File: config.mk
export PLATFORM = sky130hd
export DESIGN_NAME = sfr_map_decoder
export DESIGN_NICKNAME = d
export VERILOG_FILES = /design/src/rtl/sfr_map_decoder.v
export VERILOG_INCLUDE_DIRS = /design/src /design/src/rtl
export SDC_FILE = /design/constraint.sdc
export NUM_CORES = 1
export LEC_CHECK = 0
export BUFFER_PORTS_ARGS = -buffer_cell sky130_fd_sc_hd__buf_2
export CORE_UTILIZATION = 35
export DETAILED_ROUTE_END_ITERATION = 10
export PLACE_DENSITY = 0.66
export SYNTH_ARGS = -nofsm -noshare
export SYNTH_HDL_FRONTEND = slang
export SYNTH_SLANG_ARGS = --single-unit
File: constraint.sdc
create_clock -name CLOCK -period 6.4 [get_ports CLOCK]
set_input_delay 1.28 -clock CLOCK [delete_from_list [all_inputs] [get_ports CLOCK]]
set_output_delay 1.28 -clock CLOCK [all_outputs]
set_load 0.005 [all_outputs]
File: src/rtl/sfr_map_defs.vh
// Address map, reset values and field positions of the register bank
`ifndef SFR_MAP_DEFS_VH
`define SFR_MAP_DEFS_VH

`define EXT_AREA_FIRST 20'hf0000
`define EXT_AREA_LAST 20'hf07ff
`define SHORT_AREA_FIRST 20'hfff00
`define SHORT_AREA_LAST 20'hfffff
`define EXT_EXTRA_BYTES 2'h1

`define ADC_MODE_2_ADDR 20'hf0010
`define PULLUP_OPT_PORT0_ADDR 20'hf0030
`define PULLUP_OPT_PORT1_ADDR 20'hf0031
`define PULLUP_OPT_PORT4_ADDR 20'hf0034
`define PULLUP_OPT_PORT12_ADDR 20'hf003c
`define OPEN_DRAIN_SEL_PORT0_ADDR 20'hf0050
`define OPEN_DRAIN_SEL_PORT1_ADDR 20'hf0051
`define ANALOG_DIGITAL_SEL_PORT0_ADDR 20'hf0060
`define ANALOG_DIGITAL_SEL_PORT1_ADDR 20'hf0061
`define INPUT_FILTER_EN_0_ADDR 20'hf0070
`define INPUT_FILTER_EN_1_ADDR 20'hf0071
`define TIMER_IO_CTRL_ADDR 20'hf0072
`define INPUT_SWITCH_CTRL_ADDR 20'hf0073
`define PULLDOWN_OPT_PORT0_ADDR 20'hf0074
`define PULLDOWN_OPT_PORT1_ADDR 20'hf0075
`define PERIPHERAL_PIN_REDIRECT_ADDR 20'hf0077
`define HS_OSC_DIVIDER_ADDR 20'hf00a8
`define PERIPHERAL_ENABLE_0_ADDR 20'hf00f0
`define SPEED_MODE_CTRL_ADDR 20'hf00f3
`define DECIMAL_ADJUST_RESULT_ADDR 20'hf00fe
`define SERIAL_STATUS_CH0_ADDR 20'hf0100
`define SERIAL_STATUS_CH1_ADDR 20'hf0102
`define SERIAL_FLAG_CLEAR_CH0_ADDR 20'hf0108
`define SERIAL_FLAG_CLEAR_CH1_ADDR 20'hf010a
`define SERIAL_MODE_CH0_LO_ADDR 20'hf0110
`define SERIAL_MODE_CH0_HI_ADDR 20'hf0111
`define SERIAL_MODE_CH1_LO_ADDR 20'hf0112
`define SERIAL_MODE_CH1_HI_ADDR 20'hf0113
`define SERIAL_COMM_CFG_CH0_LO_ADDR 20'hf0118
`define SERIAL_COMM_CFG_CH0_HI_ADDR 20'hf0119
`define SERIAL_COMM_CFG_CH1_LO_ADDR 20'hf011a
`define SERIAL_COMM_CFG_CH1_HI_ADDR 20'hf011b
`define SERIAL_CHAN_ENABLED_ADDR 20'hf0120
`define SERIAL_CHAN_START_ADDR 20'hf0122
`define SERIAL_CHAN_STOP_ADDR 20'hf0124
`define SERIAL_CLOCK_SEL_ADDR 20'hf0126
`define SERIAL_OUTPUT_VALUE_ADDR 20'hf0128
`define SERIAL_CLOCK_OUTPUT_ADDR 20'hf0129
`define SERIAL_OUTPUT_ENABLE_ADDR 20'hf012a
`define SERIAL_OUTPUT_LEVEL_ADDR 20'hf0134
`define TIMER_COUNT_CH0_LO_ADDR 20'hf0180
`define TIMER_COUNT_CH0_HI_ADDR 20'hf0181
`define TIMER_COUNT_CH1_LO_ADDR 20'hf0182
`define TIMER_COUNT_CH1_HI_ADDR 20'hf0183
`define CLOCK_OUT_SELECT_ADDR 20'hfffa5
`define RESET_CAUSE_FLAGS_ADDR 20'hfffa8
`define WATCHDOG_ENABLE_KEY_ADDR 20'hfffab
`define IRQ_REQUEST_FLAGS_0_LO_ADDR 20'hfffe0

`define RST_ZERO 8'h00
`define RST_ONES 8'hff
`define PULLUP_OPT_PORT4_RST 8'h01
`define SERIAL_MODE_LO_RST 8'h20
`define SERIAL_COMM_CFG_LO_RST 8'h87
`define SERIAL_OUT_RST 8'h03
`define HS_OSC_DIVIDER_RST 8'h00
`define WATCHDOG_KEY_RST_A 8'h1a
`define WATCHDOG_KEY_RST_B 8'h9a

`define ILLEGAL_INSN_FLAG_BIT 7
`define WATCHDOG_RESET_FLAG_BIT 4
`define SUPPLY_MONITOR_RESET_FLAG_BIT 0

`define CAUSE_PIN_BIT 0
`define CAUSE_ILLEGAL_BIT 1
`define CAUSE_WATCHDOG_BIT 2
`define CAUSE_SUPPLY_BIT 3
`define CAUSE_RETENTION_BIT 4

`define OP_BYTE 2'h0
`define OP_BIT_SET 2'h1
`define OP_BIT_CLEAR 2'h2
`define OP_BIT_TEST 2'h3

`define NUM_RW_REGS 39
`define NUM_RO_INPUTS 8
`define IDX_RESET_CAUSE 6'd47
`define IDX_NONE 6'h3f

`endif

File: src/rtl/sfr_map_decoder.v
// Register bank and address decoder for the short and extended register areas
`timescale 1ns/10ps
`default_nettype none
`include "sfr_map_defs.vh"

module sfr_map_decoder #(
    parameter NRW = `NUM_RW_REGS,
    parameter NRO = `NUM_RO_INPUTS
) (
    input wire CLOCK,
    input wire RST_B,
    input wire PWR_ON_RST_B,
    input wire [4:0] RST_CAUSE,
    input wire OPT_WDT_KEY_SEL,
    input wire ACC_VALID,
    input wire ACC_WRITE,
    input wire [19:0] ACC_ADDR,
    input wire [1:0] ACC_OP,
    input wire [2:0] ACC_BITPOS,
    input wire [7:0] ACC_WDATA,
    input wire [8*NRO-1:0] STATUS_IN,
    output reg [7:0] RDATA,
    output reg BIT_RESULT,
    output reg DONE,
    output reg REFUSED,
    output reg LONG_FORM,
    output reg [1:0] EXTRA_BYTES,
    output reg [7:0] RESET_CAUSE,
    output reg [8*NRW-1:0] CFG_OUT
);

    // Address to bank index; read/write registers first, then read-only ones
    function [5:0] reg_index;
        input [19:0] a;
        begin
            case (a)
                `ADC_MODE_2_ADDR: reg_index = 6'd0;
                `PULLUP_OPT_PORT0_ADDR: reg_index = 6'd1;
                `PULLUP_OPT_PORT1_ADDR: reg_index = 6'd2;
                `PULLUP_OPT_PORT4_ADDR: reg_index = 6'd3;
                `PULLUP_OPT_PORT12_ADDR: reg_index = 6'd4;
                `OPEN_DRAIN_SEL_PORT0_ADDR: reg_index = 6'd5;
                `OPEN_DRAIN_SEL_PORT1_ADDR: reg_index = 6'd6;
                `ANALOG_DIGITAL_SEL_PORT0_ADDR: reg_index = 6'd7;
                `ANALOG_DIGITAL_SEL_PORT1_ADDR: reg_index = 6'd8;
                `INPUT_FILTER_EN_0_ADDR: reg_index = 6'd9;
                `INPUT_FILTER_EN_1_ADDR: reg_index = 6'd10;
                `TIMER_IO_CTRL_ADDR: reg_index = 6'd11;
                `INPUT_SWITCH_CTRL_ADDR: reg_index = 6'd12;
                `PULLDOWN_OPT_PORT0_ADDR: reg_index = 6'd13;
                `PULLDOWN_OPT_PORT1_ADDR: reg_index = 6'd14;
                `PERIPHERAL_PIN_REDIRECT_ADDR: reg_index = 6'd15;
                `HS_OSC_DIVIDER_ADDR: reg_index = 6'd16;
                `PERIPHERAL_ENABLE_0_ADDR: reg_index = 6'd17;
                `SPEED_MODE_CTRL_ADDR: reg_index = 6'd18;
                `SERIAL_FLAG_CLEAR_CH0_ADDR: reg_index = 6'd19;
                `SERIAL_FLAG_CLEAR_CH1_ADDR: reg_index = 6'd20;
                `SERIAL_MODE_CH0_LO_ADDR: reg_index = 6'd21;
                `SERIAL_MODE_CH0_HI_ADDR: reg_index = 6'd22;
                `SERIAL_MODE_CH1_LO_ADDR: reg_index = 6'd23;
                `SERIAL_MODE_CH1_HI_ADDR: reg_index = 6'd24;
                `SERIAL_COMM_CFG_CH0_LO_ADDR: reg_index = 6'd25;
                `SERIAL_COMM_CFG_CH0_HI_ADDR: reg_index = 6'd26;
                `SERIAL_COMM_CFG_CH1_LO_ADDR: reg_index = 6'd27;
                `SERIAL_COMM_CFG_CH1_HI_ADDR: reg_index = 6'd28;
                `SERIAL_CHAN_START_ADDR: reg_index = 6'd29;
                `SERIAL_CHAN_STOP_ADDR: reg_index = 6'd30;
                `SERIAL_CLOCK_SEL_ADDR: reg_index = 6'd31;
                `SERIAL_OUTPUT_VALUE_ADDR: reg_index = 6'd32;
                `SERIAL_CLOCK_OUTPUT_ADDR: reg_index = 6'd33;
                `SERIAL_OUTPUT_ENABLE_ADDR: reg_index = 6'd34;
                `SERIAL_OUTPUT_LEVEL_ADDR: reg_index = 6'd35;
                `CLOCK_OUT_SELECT_ADDR: reg_index = 6'd36;
                `WATCHDOG_ENABLE_KEY_ADDR: reg_index = 6'd37;
                `IRQ_REQUEST_FLAGS_0_LO_ADDR: reg_index = 6'd38;
                `DECIMAL_ADJUST_RESULT_ADDR: reg_index = 6'd39;
                `SERIAL_STATUS_CH0_ADDR: reg_index = 6'd40;
                `SERIAL_STATUS_CH1_ADDR: reg_index = 6'd41;
                `SERIAL_CHAN_ENABLED_ADDR: reg_index = 6'd42;
                `TIMER_COUNT_CH0_LO_ADDR: reg_index = 6'd43;
                `TIMER_COUNT_CH0_HI_ADDR: reg_index = 6'd44;
                `TIMER_COUNT_CH1_LO_ADDR: reg_index = 6'd45;
                `TIMER_COUNT_CH1_HI_ADDR: reg_index = 6'd46;
                `RESET_CAUSE_FLAGS_ADDR: reg_index = `IDX_RESET_CAUSE;
                default: reg_index = `IDX_NONE;
            endcase
        end
    endfunction

    // After-reset value of each read/write register
    function [7:0] rw_reset;
        input integer i;
        begin
            case (i)
                3: rw_reset = `PULLUP_OPT_PORT4_RST;
                7: rw_reset = `RST_ONES;
                8: rw_reset = `RST_ONES;
                16: rw_reset = `HS_OSC_DIVIDER_RST;
                21: rw_reset = `SERIAL_MODE_LO_RST;
                23: rw_reset = `SERIAL_MODE_LO_RST;
                25: rw_reset = `SERIAL_COMM_CFG_LO_RST;
                27: rw_reset = `SERIAL_COMM_CFG_LO_RST;
                32: rw_reset = `SERIAL_OUT_RST;
                33: rw_reset = `SERIAL_OUT_RST;
                37: rw_reset = `WATCHDOG_KEY_RST_A;
                default: rw_reset = `RST_ZERO;
            endcase
        end
    endfunction

    // Registers that accept single-bit operations
    function bit_capable;
        input [5:0] i;
        begin
            case (i)
                6'd0, 6'd1, 6'd2, 6'd3, 6'd5, 6'd36, 6'd38: bit_capable = 1'b1;
                default: bit_capable = 1'b0;
            endcase
        end
    endfunction

    // Area decode of the incoming address
    wire in_ext = (ACC_ADDR >= `EXT_AREA_FIRST) && (ACC_ADDR <= `EXT_AREA_LAST);
    wire in_short = (ACC_ADDR >= `SHORT_AREA_FIRST) && (ACC_ADDR <= `SHORT_AREA_LAST);
    wire [5:0] raw_idx = reg_index(ACC_ADDR);
    // Only addresses inside one of the two areas decode to a register
    wire [5:0] idx = (in_ext || in_short) ? raw_idx : `IDX_NONE;
    wire is_rw = (idx < NRW);
    wire is_ro = (idx >= NRW) && (idx != `IDX_NONE);
    wire is_bitop = (ACC_OP != `OP_BYTE);
    wire bit_ok = bit_capable(idx);

    reg load_pending_r;
    reg [7:0] cur_val;
    reg [7:0] rdata_nxt;
    reg bit_nxt;
    reg refused_nxt;
    reg do_write;
    reg [7:0] wr_val;
    reg [7:0] cause_nxt;
    integer i;

    // Current contents of the addressed register; unassigned reads zero
    always @* begin
        cur_val = 8'h00;
        if (is_rw) begin
            cur_val = CFG_OUT[idx*8 +: 8];
        end else if (idx == `IDX_RESET_CAUSE) begin
            cur_val = RESET_CAUSE;
        end else if (is_ro) begin
            cur_val = STATUS_IN[(idx-NRW)*8 +: 8];
        end
    end

    // Access decision and the value to be stored
    always @* begin
        rdata_nxt = 8'h00;
        bit_nxt = 1'b0;
        refused_nxt = 1'b0;
        do_write = 1'b0;
        wr_val = cur_val;
        if (ACC_VALID) begin
            if (idx == `IDX_NONE) begin
                refused_nxt = 1'b1;
            end else if (is_bitop && !bit_ok) begin
                refused_nxt = 1'b1;
            end else if (ACC_OP == `OP_BIT_TEST) begin
                bit_nxt = cur_val[ACC_BITPOS];
                rdata_nxt = cur_val;
            end else if (!ACC_WRITE && ACC_OP == `OP_BYTE) begin
                rdata_nxt = cur_val;
            end else if (!is_rw) begin
                refused_nxt = 1'b1;
            end else begin
                do_write = 1'b1;
                case (ACC_OP)
                    `OP_BYTE: wr_val = ACC_WDATA;
                    `OP_BIT_SET: wr_val = cur_val | (8'h01 << ACC_BITPOS);
                    `OP_BIT_CLEAR: wr_val = cur_val & ~(8'h01 << ACC_BITPOS);
                    default: wr_val = cur_val;
                endcase
                rdata_nxt = wr_val;
            end
        end
    end

    // Cause flags updated from the source of the reset just ended
    always @* begin
        cause_nxt = RESET_CAUSE;
        if (RST_CAUSE[`CAUSE_PIN_BIT] || RST_CAUSE[`CAUSE_RETENTION_BIT]) begin
            cause_nxt = 8'h00;
        end else begin
            if (RST_CAUSE[`CAUSE_ILLEGAL_BIT]) begin
                cause_nxt[`ILLEGAL_INSN_FLAG_BIT] = 1'b1;
            end
            if (RST_CAUSE[`CAUSE_WATCHDOG_BIT]) begin
                cause_nxt[`WATCHDOG_RESET_FLAG_BIT] = 1'b1;
            end
            if (RST_CAUSE[`CAUSE_SUPPLY_BIT]) begin
                cause_nxt[`SUPPLY_MONITOR_RESET_FLAG_BIT] = 1'b1;
            end
        end
    end

    // Cause flags survive system resets other than pin and retention resets; power-on clears them at once
    always @(posedge CLOCK or negedge PWR_ON_RST_B) begin
        if (!PWR_ON_RST_B) begin
            RESET_CAUSE <= 8'h00;
        end else if (load_pending_r) begin
            RESET_CAUSE <= cause_nxt;
        end
    end

    // Read/write register bank
    always @(posedge CLOCK or negedge RST_B) begin
        if (!RST_B) begin
            for (i = 0; i < NRW; i = i + 1) begin
                CFG_OUT[i*8 +: 8] <= rw_reset(i);
            end
        end else if (load_pending_r) begin
            CFG_OUT[37*8 +: 8] <= OPT_WDT_KEY_SEL ? `WATCHDOG_KEY_RST_B : `WATCHDOG_KEY_RST_A;
        end else if (do_write) begin
            CFG_OUT[idx*8 +: 8] <= wr_val;
        end
    end

    // Answer path and option capture
    always @(posedge CLOCK or negedge RST_B) begin
        if (!RST_B) begin
            load_pending_r <= 1'b1;
            RDATA <= 8'h00;
            BIT_RESULT <= 1'b0;
            DONE <= 1'b0;
            REFUSED <= 1'b0;
            LONG_FORM <= 1'b0;
            EXTRA_BYTES <= 2'h0;
        end else begin
            load_pending_r <= 1'b0;
            DONE <= ACC_VALID && !load_pending_r;
            RDATA <= load_pending_r ? 8'h00 : rdata_nxt;
            BIT_RESULT <= load_pending_r ? 1'b0 : bit_nxt;
            REFUSED <= load_pending_r ? ACC_VALID : refused_nxt;
            if (ACC_VALID) begin
                LONG_FORM <= in_ext;
                EXTRA_BYTES <= in_ext ? `EXT_EXTRA_BYTES : 2'h0;
            end
        end
    end

endmodule
`default_nettype wire

==> out/qor.log <==
[run_status] run status finished, final reports clean
[floorplanning] starting density of the core 0.355
[routing] average detailed-routed wire length per instance 29.1 µm
[sta] final number of max-transition violations 0
[sta] count of final hold-check violations 0
[routing] Post-route DRC 0
[yosys] number of flops mapped to enable cells by yosys 0
[cts] number of levels in the clock H-tree 2
[yosys] leading cell types by total area after synthesis sky130_fd_sc_hd__dfrtp_1, sky130_fd_sc_hd__nand2_1, sky130_fd_sc_hd__o21ai_0, sky130_fd_sc_hd__dfstp_2, sky130_fd_sc_hd__nor2_1
[final_layout] number of fill cells in the layout 5381
[cts] CTS clk-pin slew, worst paths 0.06 ns
[sta] worst clock skew 0.0258 ns
[sta] worst hold slack 0.491 ns
[critical_path] largest fanout on the critical path 21
[critical_path] Worst EP required 6.80 ns
[yosys] cell taking the most area after synthesis sky130_fd_sc_hd__dfrtp_1
[routing] number of search-and-repair iterations in the first detailed-routing pass 6
[routing] Via Count 22.7k
[sta] worst slew margin relative to its limit 0.215
[place] Port Buf Inserts 435
[global_route] GRT Residual Overflow 0
[cts] maximum clock path buffer count 3
[sta] setup slack of the critical path after layout 0.361 ns
[place] gp weighted congestion 1.04
[global_route] pin count of the biggest net entering global routing 124
[place] worst slack, placed -0.0403 ns
[cts] number of clock buffers inserted by TritonCTS 40
[sta] post-route fraction of the period consumed by the critical path 0.944
[final_layout] multi-input logic area 0.0104 mm²
[yosys] #FFs+latches synth 328
[global_route] antenna violations before repair 4
[critical_path] endpoint type of the worst setup path register
[floorplanning] width of the die 239 µm
[yosys] sequential share of the synthesized area 0.421
[critical_path] gate family responsible for the most delay along the worst path simple AND/OR/NAND/NOR gates
[floorplanning] Core Area 0.0552 mm²
[final_layout] Final Core Density 0.464
[power_and_ir_drop] PD cells 186 mW/mm²
[cts] clock insertion delay at the later pin of the skew report 0.58 ns
[floorplanning] total I/O pin count 442
[run] max-capacitance violation count 0
[global_route] global-route wire length before repair 151 mm
[sta] Slew @ Worst Pin 1.17 ns
[floorplanning] overall die area 0.0570 mm²
[yosys] share of flip-flops with an asynchronous set or reset after synthesis 1.00
[place] count of placed standard cells including taps 3605
[sta] maximum clock frequency 166 MHz
[cts] number of buffers inserted by post-CTS setup repair 0
[critical_path] slowest cell on the critical path sky130_fd_sc_hd__or4_1
[final_layout] flip-flop and latch area 0.00825 mm²
[cts] post-cts repair resize count 0
[final_layout] final std cells w/o fill 3682
[place] detailed placer's ending HPWL 82.2 mm
[routing] wire length after detailed routing 107 mm
[sta] final setup vio count 0
[global_route] number of global-route vias before repair 21.2k
[yosys] fraction of synthesized cell area taken by the top area cell type 0.374
[cts] clock net sink count 328
[final_layout] leading cell type in the layout, fill and taps excluded sky130_fd_sc_hd__nand2_1
[critical_path] startpoint class of the critical path primary input
[yosys] mean area per synthesized cell 8.48 µm²
[place] instance area at placement 0.0242 mm²
[yosys] cell area after technology mapping 0.0196 mm²
[power_and_ir_drop] static leakage 0.0119 µW
[cts] CTS tree done
[cts] root buffer cell sky130_fd_sc_hd__clkbuf_16
[final_layout] post-synthesis to final-layout area growth 30.6%
[critical_path] type of the setup path with the least slack primary input to register
[final_layout] leading cell types in the layout, fill and taps excluded sky130_fd_sc_hd__nand2_1, sky130_fd_sc_hd__buf_2, sky130_fd_sc_hd__dfrtp_1
[cts] hold-fix buffer count after cts 0
[yosys] cell count after synthesis 2314
[routing] number of DRC violations after detailed-routing iteration 0 3090
[floorplanning] placement row count 86
[critical_path] delay of the slowest critical-path stage 0.73 ns
[critical_path] cell seen most often among critical-path stages sky130_fd_sc_hd__or3b_1
[critical_path] Crit path arrival time 6.44 ns
[yosys] Synth Flop Type sky130_fd_sc_hd__dfrtp_1
[final_layout] Post-layout nets 3012
[final_layout] fraction of final layout cells with drive strength greater than 1 0.313
[yosys] Synth warnings 0
[sta] shortest period the worst path allows 6.04 ns
[critical_path] sequence of cells on the critical path buf_2 -> or4_1 -> nor4_1 -> buf_4 -> or3b_1 -> or3b_1 -> or4_4 -> nand2_2 -> ha_1 -> buf_12 -> xnor2_4 -> mux2_2 -> o22ai_1 -> nor3_1 -> o311ai_1 -> and3_1 -> a21oi_1
[min_path] path type of the worst min-delay path register to register
[sta] RSZ-0062 raised after global routing false
[routing] vias per std cell 6.16
[critical_path] combined buffer and inverter count along the critical path 3
[global_route] total routing usage reported by global routing 0.366
[yosys] post-synth cell types 107
[routing] number of nets still failing antenna checks after routing 0
[floorplanning] die extent in y 239 µm
[power_and_ir_drop] Worst IR Drop VDD 0.000181 V
[final_layout] fin area 0.0256 mm²
-- logic make-up (layout without fill, tap and decap cells) --
kind of cell | count (synthesis) | in the layout | share of synthesized area
and+or+nand+nor | 991 | 991 | 0.237
other | 1 | 10 | 0.000191
buffers and inverters | 178 | 789 | 0.0498
muxes | 95 | 95 | 0.0557
DFF | 328 | 328 | 0.421
AOI/OAI and AO/OA | 704 | 704 | 0.227
adders and majority gates | 5 | 5 | 0.00319
xor gates and xnor gates | 12 | 12 | 0.00631
-- stage by stage --
step / TNS, ns / power [µW]
2_1_floorplan: 0 / 2220
3_3_place_gp: -16.06 / 2360
3_5_place_dp: -0.173 / 2360
4_1_cts: 0 / 4760
5_1_grt: 0 / 4870
6_report: 0 / 4760
-- synthesized netlist by cell type (7+ instances only) --
master / number
sky130_fd_sc_hd__and2_1: 8
sky130_fd_sc_hd__a32oi_1: 8
sky130_fd_sc_hd__nand2b_1: 25
sky130_fd_sc_hd__a2111oi_0: 8
sky130_fd_sc_hd__a22oi_1: 11
sky130_fd_sc_hd__o221ai_1: 13
sky130_fd_sc_hd__o32ai_1: 7
sky130_fd_sc_hd__a21o_1: 11
sky130_fd_sc_hd__nor2b_1: 16
sky130_fd_sc_hd__nor3_1: 60
sky130_fd_sc_hd__mux2i_1: 53
sky130_fd_sc_hd__o22ai_1: 16
sky130_fd_sc_hd__mux2_2: 32
sky130_fd_sc_hd__buf_6: 18
sky130_fd_sc_hd__a31oi_1: 42
sky130_fd_sc_hd__nor2_1: 166
sky130_fd_sc_hd__and3_1: 18
sky130_fd_sc_hd__buf_4: 30
sky130_fd_sc_hd__nand4_1: 26
sky130_fd_sc_hd__o21a_1: 13
sky130_fd_sc_hd__nand3_1: 85
sky130_fd_sc_hd__a211o_1: 12
sky130_fd_sc_hd__or4_1: 8
sky130_fd_sc_hd__dfrtp_1: 293
sky130_fd_sc_hd__o21ai_0: 275
sky130_fd_sc_hd__clkbuf_1: 55
sky130_fd_sc_hd__o211ai_1: 17
sky130_fd_sc_hd__o21ai_1: 39
sky130_fd_sc_hd__a211oi_1: 17
sky130_fd_sc_hd__nor4_1: 18
sky130_fd_sc_hd__buf_2: 47
sky130_fd_sc_hd__a21oi_1: 102
sky130_fd_sc_hd__inv_1: 19
sky130_fd_sc_hd__or2_2: 10
sky130_fd_sc_hd__dfstp_2: 35
sky130_fd_sc_hd__xnor2_1: 9
sky130_fd_sc_hd__mux4_2: 8
sky130_fd_sc_hd__or3_1: 14
sky130_fd_sc_hd__nand2_1: 475
sky130_fd_sc_hd__o21ai_2: 20
-- tightest hold or removal path, cell delays in order (launching register included) --
cell	delay [ns]
sky130_fd_sc_hd__dfstp_2	0.37
sky130_fd_sc_hd__nand2_1	0.04
sky130_fd_sc_hd__o21ai_0	0.07
-- path summary, 6_finish.rpt --
check / from / cells past startpoint / slack [ns] / end
max reg2reg: CFG_OUT[136]$_DFFE_PN0P_ / 12 / 3.26 / CFG_OUT[144]$_DFFE_PN0P_
min in group asynchronous: PWR_ON_RST_B / 1 / 0.50 / RESET_CAUSE[0]$_DFFE_PN0P_
max: ACC_ADDR[12] / 17 / 0.36 / CFG_OUT[247]$_DFFE_PN0P_
min reg2reg: CFG_OUT[70]$_DFFE_PN1P_ / 2 / 0.49 / CFG_OUT[70]$_DFFE_PN1P_
max in group asynchronous: RST_B / 2 / 4.33 / CFG_OUT[196]$_DFFE_PN0P_
min: CFG_OUT[70]$_DFFE_PN1P_ / 2 / 0.49 / CFG_OUT[70]$_DFFE_PN1P_
-- layer usage --
metal  share of wire  track usage  vias up
li1                -            -     9573
met1            0.39        0.479    11100
met2            0.44        0.566     1730
met3            0.11       0.0805      328
met4           0.057        0.187        2
met5         0.00021            0        -
-- state kept, by name, indices dropped and copies added (netlist names) --
register / count
load_pending_r: 1
DONE: 1
RDATA: 8
REFUSED: 1
CFG_OUT: 312
BIT_RESULT: 1
RESET_CAUSE: 3
LONG_FORM: 1
-- report_power, final --
group	switching (µW)	internal [µW]	leakage, µW	total, µW
clock network	969	1470	0.000684	2440
registers	7.38	2080	0.00442	2090
logic	157	76.0	0.00682	233
total	1130	3630	0.0119	4760
-- area by class of cell --
| type | instances | area share |
|---|---|---|
| multi-input cells | 1814 | 0.407 |
| flip-flops and latches | 328 | 0.322 |
| repair buffers | 693 | 0.176 |
| clock buffers | 59 | 0.0470 |
| well taps | 748 | 0.0365 |
| clock inverters | 15 | 0.00786 |
| inverters | 22 | 0.00322 |
| diodes | 3 | 0.000293 |
Note: power is estimated with default switching activity, not from simulation.
